`config.mk`:
```
export PLATFORM = sky130hd
export DESIGN_NAME = cbr_top
export DESIGN_NICKNAME = d
export VERILOG_FILES = /design/src/logic/cbr_pkg.sv /design/src/logic/cbr_phase_gen.sv /design/src/logic/cbr_top.sv
export VERILOG_INCLUDE_DIRS = /design/src /design/src/logic
export SDC_FILE = /design/constraint.sdc
export NUM_CORES = 1
export LEC_CHECK = 0
export BUFFER_PORTS_ARGS = -buffer_cell sky130_fd_sc_hd__buf_2
export CAP_MARGIN = 40
export CORE_ASPECT_RATIO = 0.9
export CORE_MARGIN = 2
export CORE_UTILIZATION = 33
export CTS_CLUSTER_SIZE = 24
export DETAILED_ROUTE_END_ITERATION = 6
export GPL_ROUTABILITY_DRIVEN = 0
export SKIP_CTS_REPAIR_TIMING = 1
export SYNTH_ARGS = -nofsm -noshare
export SYNTH_HDL_FRONTEND = slang
export SYNTH_SLANG_ARGS = --single-unit
```
`constraint.sdc`:
```
create_clock -name clk -period 2.25 [get_ports clk]
set_input_delay 0.5625 -clock clk [delete_from_list [all_inputs] [get_ports clk]]
set_output_delay 0.5625 -clock clk [all_outputs]
set_load 0.02 [all_outputs]
```
`src/logic/cbr_map.svh`:
```
// Holds the constants of the bus phase and reset fetch block.
// Assumes inclusion by bare name from the design modules.
`ifndef CBR_MAP_SVH
`define CBR_MAP_SVH

// -----------------------------------------------------------------------------
// Vector addresses
// -----------------------------------------------------------------------------
`define CBR_VEC_LO 16'hfffc
`define CBR_VEC_HI 16'hfffd

// -----------------------------------------------------------------------------
// Timing
// -----------------------------------------------------------------------------
// Cycle on which the low vector byte is read, counted from reset release.
`define CBR_VEC_CYCLE 3'h6
// System clocks per bus phase.
`define CBR_PHASE_CLKS 2'h2
// Address settle clocks at the start of phase one.
`define CBR_SETTLE_CLKS 2'h1
// Reset value of the data input latch.
`define CBR_DATA_RST 8'h00

`endif

```
`src/logic/cbr_pkg.sv`:
```
// Types shared by the bus phase and reset fetch block.
// Assumes cbr_map.svh is on the include path.
`default_nettype none
package cbr_pkg;
  typedef logic [15:0] cbr_addr_t;
  typedef logic [7:0] cbr_data_t;
  typedef enum logic [4:0]
  {
    CBR_RESET = 5'b00001,
    CBR_BREAK = 5'b00010,
    CBR_VLO = 5'b00100,
    CBR_VHI = 5'b01000,
    CBR_RUN = 5'b10000
  } cbr_state_e;
endpackage
`default_nettype wire

```
`src/logic/cbr_phase_gen.sv`:
```
// Two-phase non-overlapping clock generator for the bus cycle.
// Assumes a single system clock and synchronous active high reset.
`default_nettype none
`include "cbr_map.svh"
module cbr_phase_gen
(
  input wire logic clk,
  input wire logic reset,
  output logic phase1,
  output logic phase2,
  output logic cycle_end,
  output logic addr_slot
);
  import cbr_pkg::*;

  logic [1:0] cnt_q;
  logic [1:0] cnt_d;
  logic ph2_q;
  logic ph2_d;
  logic last_w;

  assign last_w = (cnt_q == `CBR_PHASE_CLKS - 2'h1);
  assign cnt_d = last_w ? 2'h0 : cnt_q + 2'h1;
  assign ph2_d = last_w ? ~ph2_q : ph2_q;
  // The phases are both low on the last clock of each phase so never overlap.
  assign phase1 = ~ph2_q & ~last_w;
  assign phase2 = ph2_q & ~last_w;
  assign cycle_end = ph2_q & last_w;
  assign addr_slot = ~ph2_q & (cnt_q < `CBR_SETTLE_CLKS);

  always_ff @(posedge clk)
  begin
    if (reset)
    begin
      cnt_q <= 2'h0;
      ph2_q <= 1'b0;
    end
    else
    begin
      cnt_q <= cnt_d;
      ph2_q <= ph2_d;
    end
  end

  AST_NO_OVERLAP: assert property (@(posedge clk) disable iff (reset)
    !(phase1 && phase2)) else $error("Phases overlap.");
endmodule
`default_nettype wire

```
`src/logic/cbr_top.sv`:
```
// Processor bus front end: bus phases, reset vector fetch and data latch.
// Assumes memory answers reads combinationally within phase two.
// What this block does
// - Break cycles run first, no program fetch.
// - Sixth cycle reads FFFC as low byte.
// - Next cycle reads FFFD as high byte.
// - Then fetch starts at assembled vector.
// - Read/write held high during vector fetch.
// - Address changes only early in phase one.
// - Data bus undriven during phase one.
// - Data bus never driven; data_oe held low.
// - Read data latched at phase two end.
// - Both phase clocks driven out.
`default_nettype none
`include "cbr_map.svh"
module cbr_top
(
  input wire logic clk,
  input wire logic reset,
  input wire logic active_low_reset_input_n,
  input wire logic irq_n,
  input wire logic nmi_n,
  input wire cbr_pkg::cbr_data_t data_in,
  output logic [7:0] data_out,
  output logic data_oe,
  output logic [15:0] addr,
  output logic read_write,
  output logic phase1_out,
  output logic phase2_out,
  output logic opcode_fetch,
  output logic [15:0] start_addr
);
  import cbr_pkg::*;

  // ---------------------------------------------------------------------------
  // Phase generation
  // ---------------------------------------------------------------------------
  logic ph1_w;
  logic ph2_w;
  logic cyc_end_w;
  logic addr_slot_w;

  cbr_phase_gen u_phase
  (
    .clk(clk),
    .reset(reset),
    .phase1(ph1_w),
    .phase2(ph2_w),
    .cycle_end(cyc_end_w),
    .addr_slot(addr_slot_w)
  );
  assign phase1_out = ph1_w;
  assign phase2_out = ph2_w;

  // ---------------------------------------------------------------------------
  // Start-up sequencer
  // ---------------------------------------------------------------------------
  cbr_state_e state_q;
  cbr_state_e state_d;
  logic [2:0] cyc_q;
  logic [2:0] cyc_d;
  logic [7:0] vec_lo_q;
  logic [7:0] vec_lo_d;
  cbr_addr_t pc_q;
  cbr_addr_t pc_d;
  cbr_addr_t addr_q;
  cbr_addr_t addr_d;
  cbr_data_t din_q;
  logic held_w;
  logic brk_last_w;
  cbr_addr_t next_addr_w;

  assign held_w = ~active_low_reset_input_n;
  assign brk_last_w = (cyc_q == `CBR_VEC_CYCLE - 3'h1);

  always_comb
  begin
    state_d = state_q;
    cyc_d = cyc_q;
    vec_lo_d = vec_lo_q;
    pc_d = pc_q;
    if (held_w)
    begin
      state_d = CBR_RESET;
      cyc_d = 3'h0;
    end
    else if (cyc_end_w)
    begin
      unique case (state_q)
        CBR_RESET:
        begin
          state_d = CBR_BREAK;
          cyc_d = 3'h1;
        end
        CBR_BREAK:
        begin
          cyc_d = cyc_q + 3'h1;
          if (brk_last_w)
            state_d = CBR_VLO;
        end
        CBR_VLO:
        begin
          // Vector bytes come from the latch filled as phase two ended.
          vec_lo_d = din_q;
          state_d = CBR_VHI;
        end
        CBR_VHI:
        begin
          pc_d = {din_q, vec_lo_q};
          state_d = CBR_RUN;
        end
        CBR_RUN:
          pc_d = pc_q + 16'h0001;
      endcase
    end
  end

  assign next_addr_w = (state_q == CBR_VLO) ? `CBR_VEC_LO :
                       (state_q == CBR_VHI) ? `CBR_VEC_HI :
                       (state_q == CBR_RUN) ? pc_q : 16'h0100;
  // Address moves only in the settle slot.
  assign addr_d = addr_slot_w ? next_addr_w : addr_q;

  always_ff @(posedge clk)
  begin
    if (reset)
    begin
      state_q <= CBR_RESET;
      cyc_q <= 3'h0;
      vec_lo_q <= `CBR_DATA_RST;
      pc_q <= 16'h0000;
      addr_q <= 16'h0000;
    end
    else
    begin
      state_q <= state_d;
      cyc_q <= cyc_d;
      vec_lo_q <= vec_lo_d;
      pc_q <= pc_d;
      addr_q <= addr_d;
    end
  end

  // ---------------------------------------------------------------------------
  // Data bus
  // ---------------------------------------------------------------------------
  // Latch at phase two end.
  // The edge that closes phase two takes the byte, as memory may stop driving then.
  always_ff @(posedge clk)
  begin
    if (reset)
      din_q <= `CBR_DATA_RST;
    else if (ph2_w)
      din_q <= data_in;
  end

  assign addr = addr_q;
  // Read only in this front end.
  assign read_write = 1'b1;
  assign data_oe = 1'b0;
  assign data_out = din_q;
  assign opcode_fetch = (state_q == CBR_RUN);
  assign start_addr = pc_q;

  // ---------------------------------------------------------------------------
  // Checks
  // ---------------------------------------------------------------------------
  AST_NO_FETCH_EARLY: assert property (@(posedge clk) disable iff (reset)
    $rose(opcode_fetch) |-> $past(state_q) == CBR_VHI) else $error("Early fetch.");
  AST_VEC_LO: assert property (@(posedge clk) disable iff (reset)
    (state_q == CBR_VLO && ph2_w) |-> addr == `CBR_VEC_LO) else $error("Bad lo.");
  AST_VEC_HI: assert property (@(posedge clk) disable iff (reset)
    (state_q == CBR_VLO && cyc_end_w && !held_w) |=> state_q == CBR_VHI)
    else $error("No hi fetch.");
  AST_JUMP: assert property (@(posedge clk) disable iff (reset)
    (state_q == CBR_VHI && ph2_w && !held_w) ##1 !held_w |=>
    start_addr == {$past(data_in, 2), vec_lo_q}) else $error("Bad vector.");
  AST_READ: assert property (@(posedge clk) disable iff (reset)
    (state_q inside {CBR_VLO, CBR_VHI}) |-> read_write) else $error("Not read.");
  AST_ADDR_STABLE: assert property (@(posedge clk) disable iff (reset)
    !addr_slot_w |=> $stable(addr)) else $error("Address moved late.");
  AST_NO_DRIVE_PH1: assert property (@(posedge clk) disable iff (reset)
    ph1_w |-> !data_oe) else $error("Driven in phase one.");
  AST_LATCH: assert property (@(posedge clk) disable iff (reset)
    ph2_w |=> data_out == $past(data_in)) else $error("Latch missed.");
  AST_LATCH_KEEP: assert property (@(posedge clk) disable iff (reset)
    !ph2_w |=> $stable(data_out)) else $error("Latch moved outside phase two.");
  AST_HOLD: assert property (@(posedge clk) disable iff (reset)
    held_w |=> state_q == CBR_RESET) else $error("Counted in reset.");
  AST_HOLD_NO_FETCH: assert property (@(posedge clk) disable iff (reset)
    held_w |=> !opcode_fetch) else $error("Fetch while held.");

  // ---------------------------------------------------------------------------
  // Start-up order checks
  // ---------------------------------------------------------------------------
  // The vector read must follow exactly five break cycles.
  AST_VEC_CYCLE: assert property (@(posedge clk) disable iff (reset)
    (state_q == CBR_VLO && $past(state_q) == CBR_BREAK) |->
    $past(cyc_q) == `CBR_VEC_CYCLE - 3'h1) else $error("Vector read off cycle.");
  AST_HI_ADDR: assert property (@(posedge clk) disable iff (reset)
    (state_q == CBR_VHI && ph2_w) |-> addr == `CBR_VEC_HI) else $error("Bad hi.");
  AST_RUN_ADDR: assert property (@(posedge clk) disable iff (reset)
    (state_q == CBR_RUN && ph2_w) |-> addr == start_addr) else $error("Fetch off pc.");

  // ---------------------------------------------------------------------------
  // Phase checks
  // ---------------------------------------------------------------------------
  // Every phase one pulse is followed by phase two two clocks later.
  AST_PH_ORDER: assert property (@(posedge clk) disable iff (reset)
    $rose(phase1_out) |-> ##2 phase2_out) else $error("Phase two missing.");

  // ---------------------------------------------------------------------------
  // Coverage
  // ---------------------------------------------------------------------------
  COV_LO: cover property (@(posedge clk) state_q == CBR_VLO);
  COV_HI: cover property (@(posedge clk) state_q == CBR_VHI);
  COV_RUN: cover property (@(posedge clk) state_q == CBR_RUN);
  COV_HELD_BREAK: cover property (@(posedge clk) state_q == CBR_BREAK && held_w);
endmodule
`default_nettype wire

```
# [Word-level counts from Yosys, hierarchy flattened]
# Cells that the tools add are included.
[totals] in_bits=13 reg_bits=59
[op_classes] muxes=7 eq_ne=8 reduce_logical=9 bitwise_logic=7 order_cmp=1 n_addsub=3
[op_table] cell="2-to-1 mux 16 bit" n=3
[op_table] cell="case mux 16 bit (2 select lines)" n=1
[op_table] cell="case mux 5 bit (4 select lines)" n=1
[op_table] cell="adder 16 x 1 -> 16 bit, second input constant" n=1
[op_table] cell="AND reduction 3 bit" n=3
[op_table] cell="case mux 3 bit (2 select lines)" n=1
[op_table] cell="== test 5 x 1 -> 1 bit, second input constant" n=1
[op_table] cell="== test 5 x 2 -> 1 bit, second input constant" n=1
[op_table] cell="== test 5 x 3 -> 1 bit, second input constant" n=1
[op_table] cell="== test 5 x 4 -> 1 bit, second input constant" n=1
[op_table] cell="== test 5 bit, second input constant" n=1
[op_table] cell="2-to-1 mux 5 bit" n=1
[op_table] cell="bitwise AND 1 bit" n=4
[op_table] cell="nonzero test 2 bit" n=2
[op_table] cell="nonzero test 4 bit" n=1
[op_table] cell="OR reduction 2 bit" n=2
[op_table] cell="adder 3 x 1 -> 3 bit, second input constant" n=1
[op_table] cell="== test 3 bit, second input constant" n=1
[op_table] cell="NOT 1 bit" n=3
[op_table] cell="adder 2 x 1 -> 2 bit, second input constant" n=1
[op_table] cell="== test 2 x 1 -> 1 bit, second input constant" n=1
[op_table] cell="< comparator 2 x 1 -> 1 bit, second input constant" n=1
[op_table] cell="!= test 2 bit, second input constant" n=1
[op_table] cell="AND reduction 2 bit" n=1

# [Longest topological paths before layout]
[logic_depth] depth_word=4 depth_mapped=8

# [By module]
# A second synthesis with hierarchy kept.
[unflattened] cells_unflattened=346 hier_area_um2=2936.6
[modules_own_cells] module="cbr_top" instances=1 area_per_inst_um2=2792.7 seq_area_each_um2=1121.1 cells_each=331
[modules_own_cells] module="cbr_phase_gen" instances=1 area_per_inst_um2=143.9 seq_area_each_um2=60.1 cells_each=15

# [Worst setup path before layout]
# OpenSTA, ideal clock, no wires.
[synth_timing] path_kind="register to register" startpoint="register u_phase.cnt_q[0]" endpoint="register pc_q[15], in the netlist start_addr[15]" setup_time_ps=74 setup_slack_ps=208 path_stages_with_launch=8 path_buffers=2 t_arrival_ps=1967 t_required_ps=2176 cell_sequence="dfxtp_1 -> ha_1 -> clkbuf_1 -> nand3_1 -> or3_1 -> buf_2 -> or4_1 -> a31oi_1"
[synth_via] elab_chain_len=3
[synth_rtl] item="from (decl)" line_no="cbr_phase_gen.sv:16" rtl="logic [1:0] cnt_q;"
[synth_rtl] item="from (signal assigned)" line_no="cbr_phase_gen.sv:40" rtl="cnt_q <= cnt_d;"
[synth_rtl] item="== test 2 x 1 -> 1 bit" line_no="cbr_phase_gen.sv:22" rtl="assign last_w = (cnt_q == `CBR_PHASE_CLKS - 2'h1);"
[synth_rtl] item="bitwise AND 1 bit" line_no="cbr_phase_gen.sv:28" rtl="assign cycle_end = ph2_q & last_w;"
[synth_rtl] item="AND reduction 3 bit (no source line)"
[synth_rtl] item="to (signal assigned)" line_no="cbr_top.sv:139" rtl="pc_q <= pc_d;"
[synth_rtl] item="to (decl)" line_no="cbr_top.sv:64" rtl="cbr_addr_t pc_q;"
# Every way passes these cells.
# A chain may end at the register's enable or synchronous reset.

# [Final worst setup path]
[layout_timing] startpoint="register state_q[3]" endpoint="output port opcode_fetch"
[layout_via] elab_chain_len=1
[layout_rtl] item="from (decl)" line_no="cbr_top.sv:58" rtl="cbr_state_e state_q;"
[layout_rtl] item="from (signal assigned)" line_no="cbr_top.sv:136" rtl="state_q <= state_d;"
[layout_rtl] item="== test 5 bit" line_no="cbr_top.sv:162" rtl="assign opcode_fetch = (state_q == CBR_RUN);"
[layout_rtl] item="to (decl)" line_no="cbr_top.sv:30" rtl="output logic opcode_fetch,"
# Every way passes these cells.

==> impl_metrics.csv <==
group,metric,value,unit
clock_tree,cts_buffer_depth,2,
yosys,synth_xor_area_frac,0.0152,
timing,rsz0062_at_grt,"no",
yosys,synth_nets,371,
yosys,synth-compound-area-share,0.196,
timing,slew_viol_final,0,
detailed_routing,viasPerCell,5.22,
global_routing,antenna_found_initial,0,
finish,drive_above_1_share,0.222,
yosys,synth_top_family_by_area,"simple AND/OR/NAND/NOR gates",
clock_tree,clock-root-buffer,"clkbuf_8",
clock_tree,cts_made_buffers,9,
finish,num_antenna_cells,0,
yosys,synth_simple_gate_area_share,0.261,
global_routing,grt-ovfl-total,0,
clock_tree,path_clk_slew,0.06,ns
yosys,synth_adder_area_share,0.0217,
pwr,p_seq_frac,0.445,
clock_tree,clkLatencyLatePin,0.35,ns
timing,clock_skew,0.00728,ns
critical_path,crit_buf_inv,2,
finish,layout.nets,427,
yosys,ys.warnings.count,0,
placement,dpl-instance-area,3330,um^2
finish,fin_util,0.416,
yosys,yosysSeqAreaShare,0.410,
pwr,p_sw_frac,0.278,
timing,worst_slew_pin_slew,0.569,ns
critical_path,r2r_start,"start_addr[0]",
detailed_routing,vias,2781,
yosys,synth-seq-cells,59,
detailed_routing,wl,7.88,mm
finish,layout_commonest_cell,"dfxtp_1",
pwr,power.net_switching,0.720,mW
critical_path,worst_r2r_path_depth,5,
clock_tree,cts_max_level,3,
critical_path,startpoint_type,"flop",
die,dieArea,9500,um^2
pwr,p_per_area,731,nW/um^2
yosys,synthFlopType,"dfxtp_1",
die,coreArea,8530,um^2
clock_tree,cts_tree,"yes",
detailed_routing,drc,0,
critical_path,worst-setup-path-type,"flop to output port",
placement,place_hpwl,5.56,mm
flow_run,max_cap_viol_count,0,
die,io_pins,58,
finish,area_growth,23.0,%
critical_path,cp_max_fo,12,
critical_path,critPathMaxStageDelay,0.47,ns
placement,io_buffers,53,
min_path,hold_depth,3,
global_routing,gr-usage-all-layers,0.176,
clock_tree,clkSinkCount,59,
critical_path,r2r_end,"start_addr[10]",
critical_path,critPathCaptureType,"output port",
die,dieWidth,103,um
critical_path,rrSetupSlack,0.24,ns
timing,setup_viol,0,
detailed_routing,dr.pass1.iters,5,
yosys,synthesis.area,2880,um^2
timing,final.setup.tns,0,ns
yosys,synth_cells,353,
yosys,synth-edff-count,0,
min_path,worstHoldStart,"data_in[2]",
detailed_routing,wl_per_cell,14.8,um
min_path,hp-class,"primary input to flop",
yosys,synth_mux_area_frac,0.0382,
critical_path,path_cells,"nor4_4 -> nand2_1 -> inv_2 -> buf_2",
pwr,p_leak,1.38,nW
finish,final_cell_mix,"dfxtp_1, buf_2, nand2_1, nor2_1, a21oi_1",
yosys,synthArstFlopShare,0,
global_routing,grt_max_degree,30,
timing,fmax,467,MHz
timing,hold_viol,0,
run_status,outcome,"finished, final reports clean",
pwr,power_frac_comb,0.167,
timing,fin_crit_sh,0.952,
yosys,syn_area_per_cell,8.17,um^2
detailed_routing,initialDrtViolationCount,243,
critical_path,slowest_stage,"dfxtp_1",
timing,max_slew_margin,0.617,
global_routing,grt_pass1_vias,2463,
global_routing,grt_pass1_wl,13.0,mm
die,start_util,0.338,
pwr,pwr-share-clk,0.388,
critical_path,crit_arrival,1.58,ns
yosys,synth_cell_types,51,
pwr,finalPower,2.59,mW
pwr,vdd_drop_max,0.359,mV
detailed_routing,ant_nets,0,
finish,final_area,3550,um^2
pwr,internal_power,1.87,mW
die,die_h,92.7,um
timing,period_needed,2.14,ns
die,placementRows,32,
critical_path,crit_family,"simple AND/OR/NAND/NOR gates",
min_path,whs_endpoint,"data_out[2]",
critical_path,required,1.69,ns
## worst reg2reg max path, stage by stage, from the launching register on
cell     delay (ns)
dfxtp_1        0.45
ha_1           0.26
nand3_1        0.21
or4_1          0.60
o31a_1         0.26
o32ai_1        0.13
## area by class of cell
class | instances | area, um^2
flip-flops and latches | 59 | 1180
well taps | 119 | 149
multi-input cells | 256 | 1560
clock buffers | 15 | 176
clock inverters | 1 | 30.0
fillers | 882 | 4980
inverters | 10 | 37.5
repair buffers | 73 | 415
## worst max-delay path by stage
stage | start | endpoint | slack (ns) | cells after the start
after floorplan | u_phase.cnt_q[0] | start_addr[15] | 0.21 | 7
after CTS | state_q[3] | opcode_fetch | 0.09 | 4
final | state_q[3] | opcode_fetch | 0.11 | 4
after detailed placement | start_addr[0] | start_addr[10] | 0.27 | 5
after global placement | active_low_reset_input_n | start_addr[15] | 0.31 | 5
after global routing | state_q[3] | opcode_fetch | 0.007 | 4
## metal layers
layer | global-route usage | wire length (um)
met4 | 0.0644 | 80
met2 | 0.241 | 3410
met5 | 0 | 0
met1 | 0.253 | 3780
met3 | 0.0581 | 600
## power groups by stage
stage          logic [mW]  clock network (mW)  registers (mW)
6_report            0.434                1.01            1.15
5_1_grt             0.492                1.08            1.16
3_5_place_dp        0.437                   0            1.18
2_1_floorplan       0.225                   0            1.24
3_3_place_gp        0.434                   0            1.17
4_1_cts             0.439                1.03            1.15
## state kept, by name (all words and copies together), names as in the netlist
signal	cells
addr	16
start_addr	16
data_out	8
vec_lo_q	8
state_q	5
cyc_q	3
u_phase.cnt_q	2
u_phase.ph2_q	1
## cells in the mapped netlist, types with 5 or more instances
cell type,number,area share
or4_1,6,0.016
a22oi_1,6,0.016
mux2i_1,11,0.038
ha_1,5,0.022
nor2b_1,8,0.017
nor3_1,26,0.045
inv_1,8,0.010
clkbuf_1,14,0.018
dfxtp_1,59,0.41
nand3_1,8,0.014
o2bb2ai_1,6,0.018
nor2_1,31,0.040
nand2b_1,5,0.011
a21oi_1,31,0.054
buf_2,8,0.014
nand2_1,31,0.040
o21ai_0,13,0.023
nor4_1,7,0.015
nand4_1,6,0.013
## logic make-up (layout without fill, tap and decap cells)
logic type | Yosys count | after routing
adder cells (fa/ha/maj) | 5 | 5
AND/OR/NAND/NOR | 145 | 145
buffers and inverters | 38 | 99
other | 2 | 2
AO/OA/AOI/OAI | 88 | 88
multiplexers | 11 | 11
flip-flops | 59 | 59
XOR/XNOR | 5 | 5
## metrics by stage
step | hold slack (ns) | worst slack (ns) | std cells
finish | 0.451 | 0.108 | 533
global route | 0.449 | 0.00725 | 533
CTS | 0.433 | 0.0923 | 533
detailed placement | 0.452 | 0.267 | 517
global placement | 0.441 | 0.307 | 517
floorplan | 0.427 | 0.208 | 353
No activity file was read; power rests on OpenSTA's default activity.
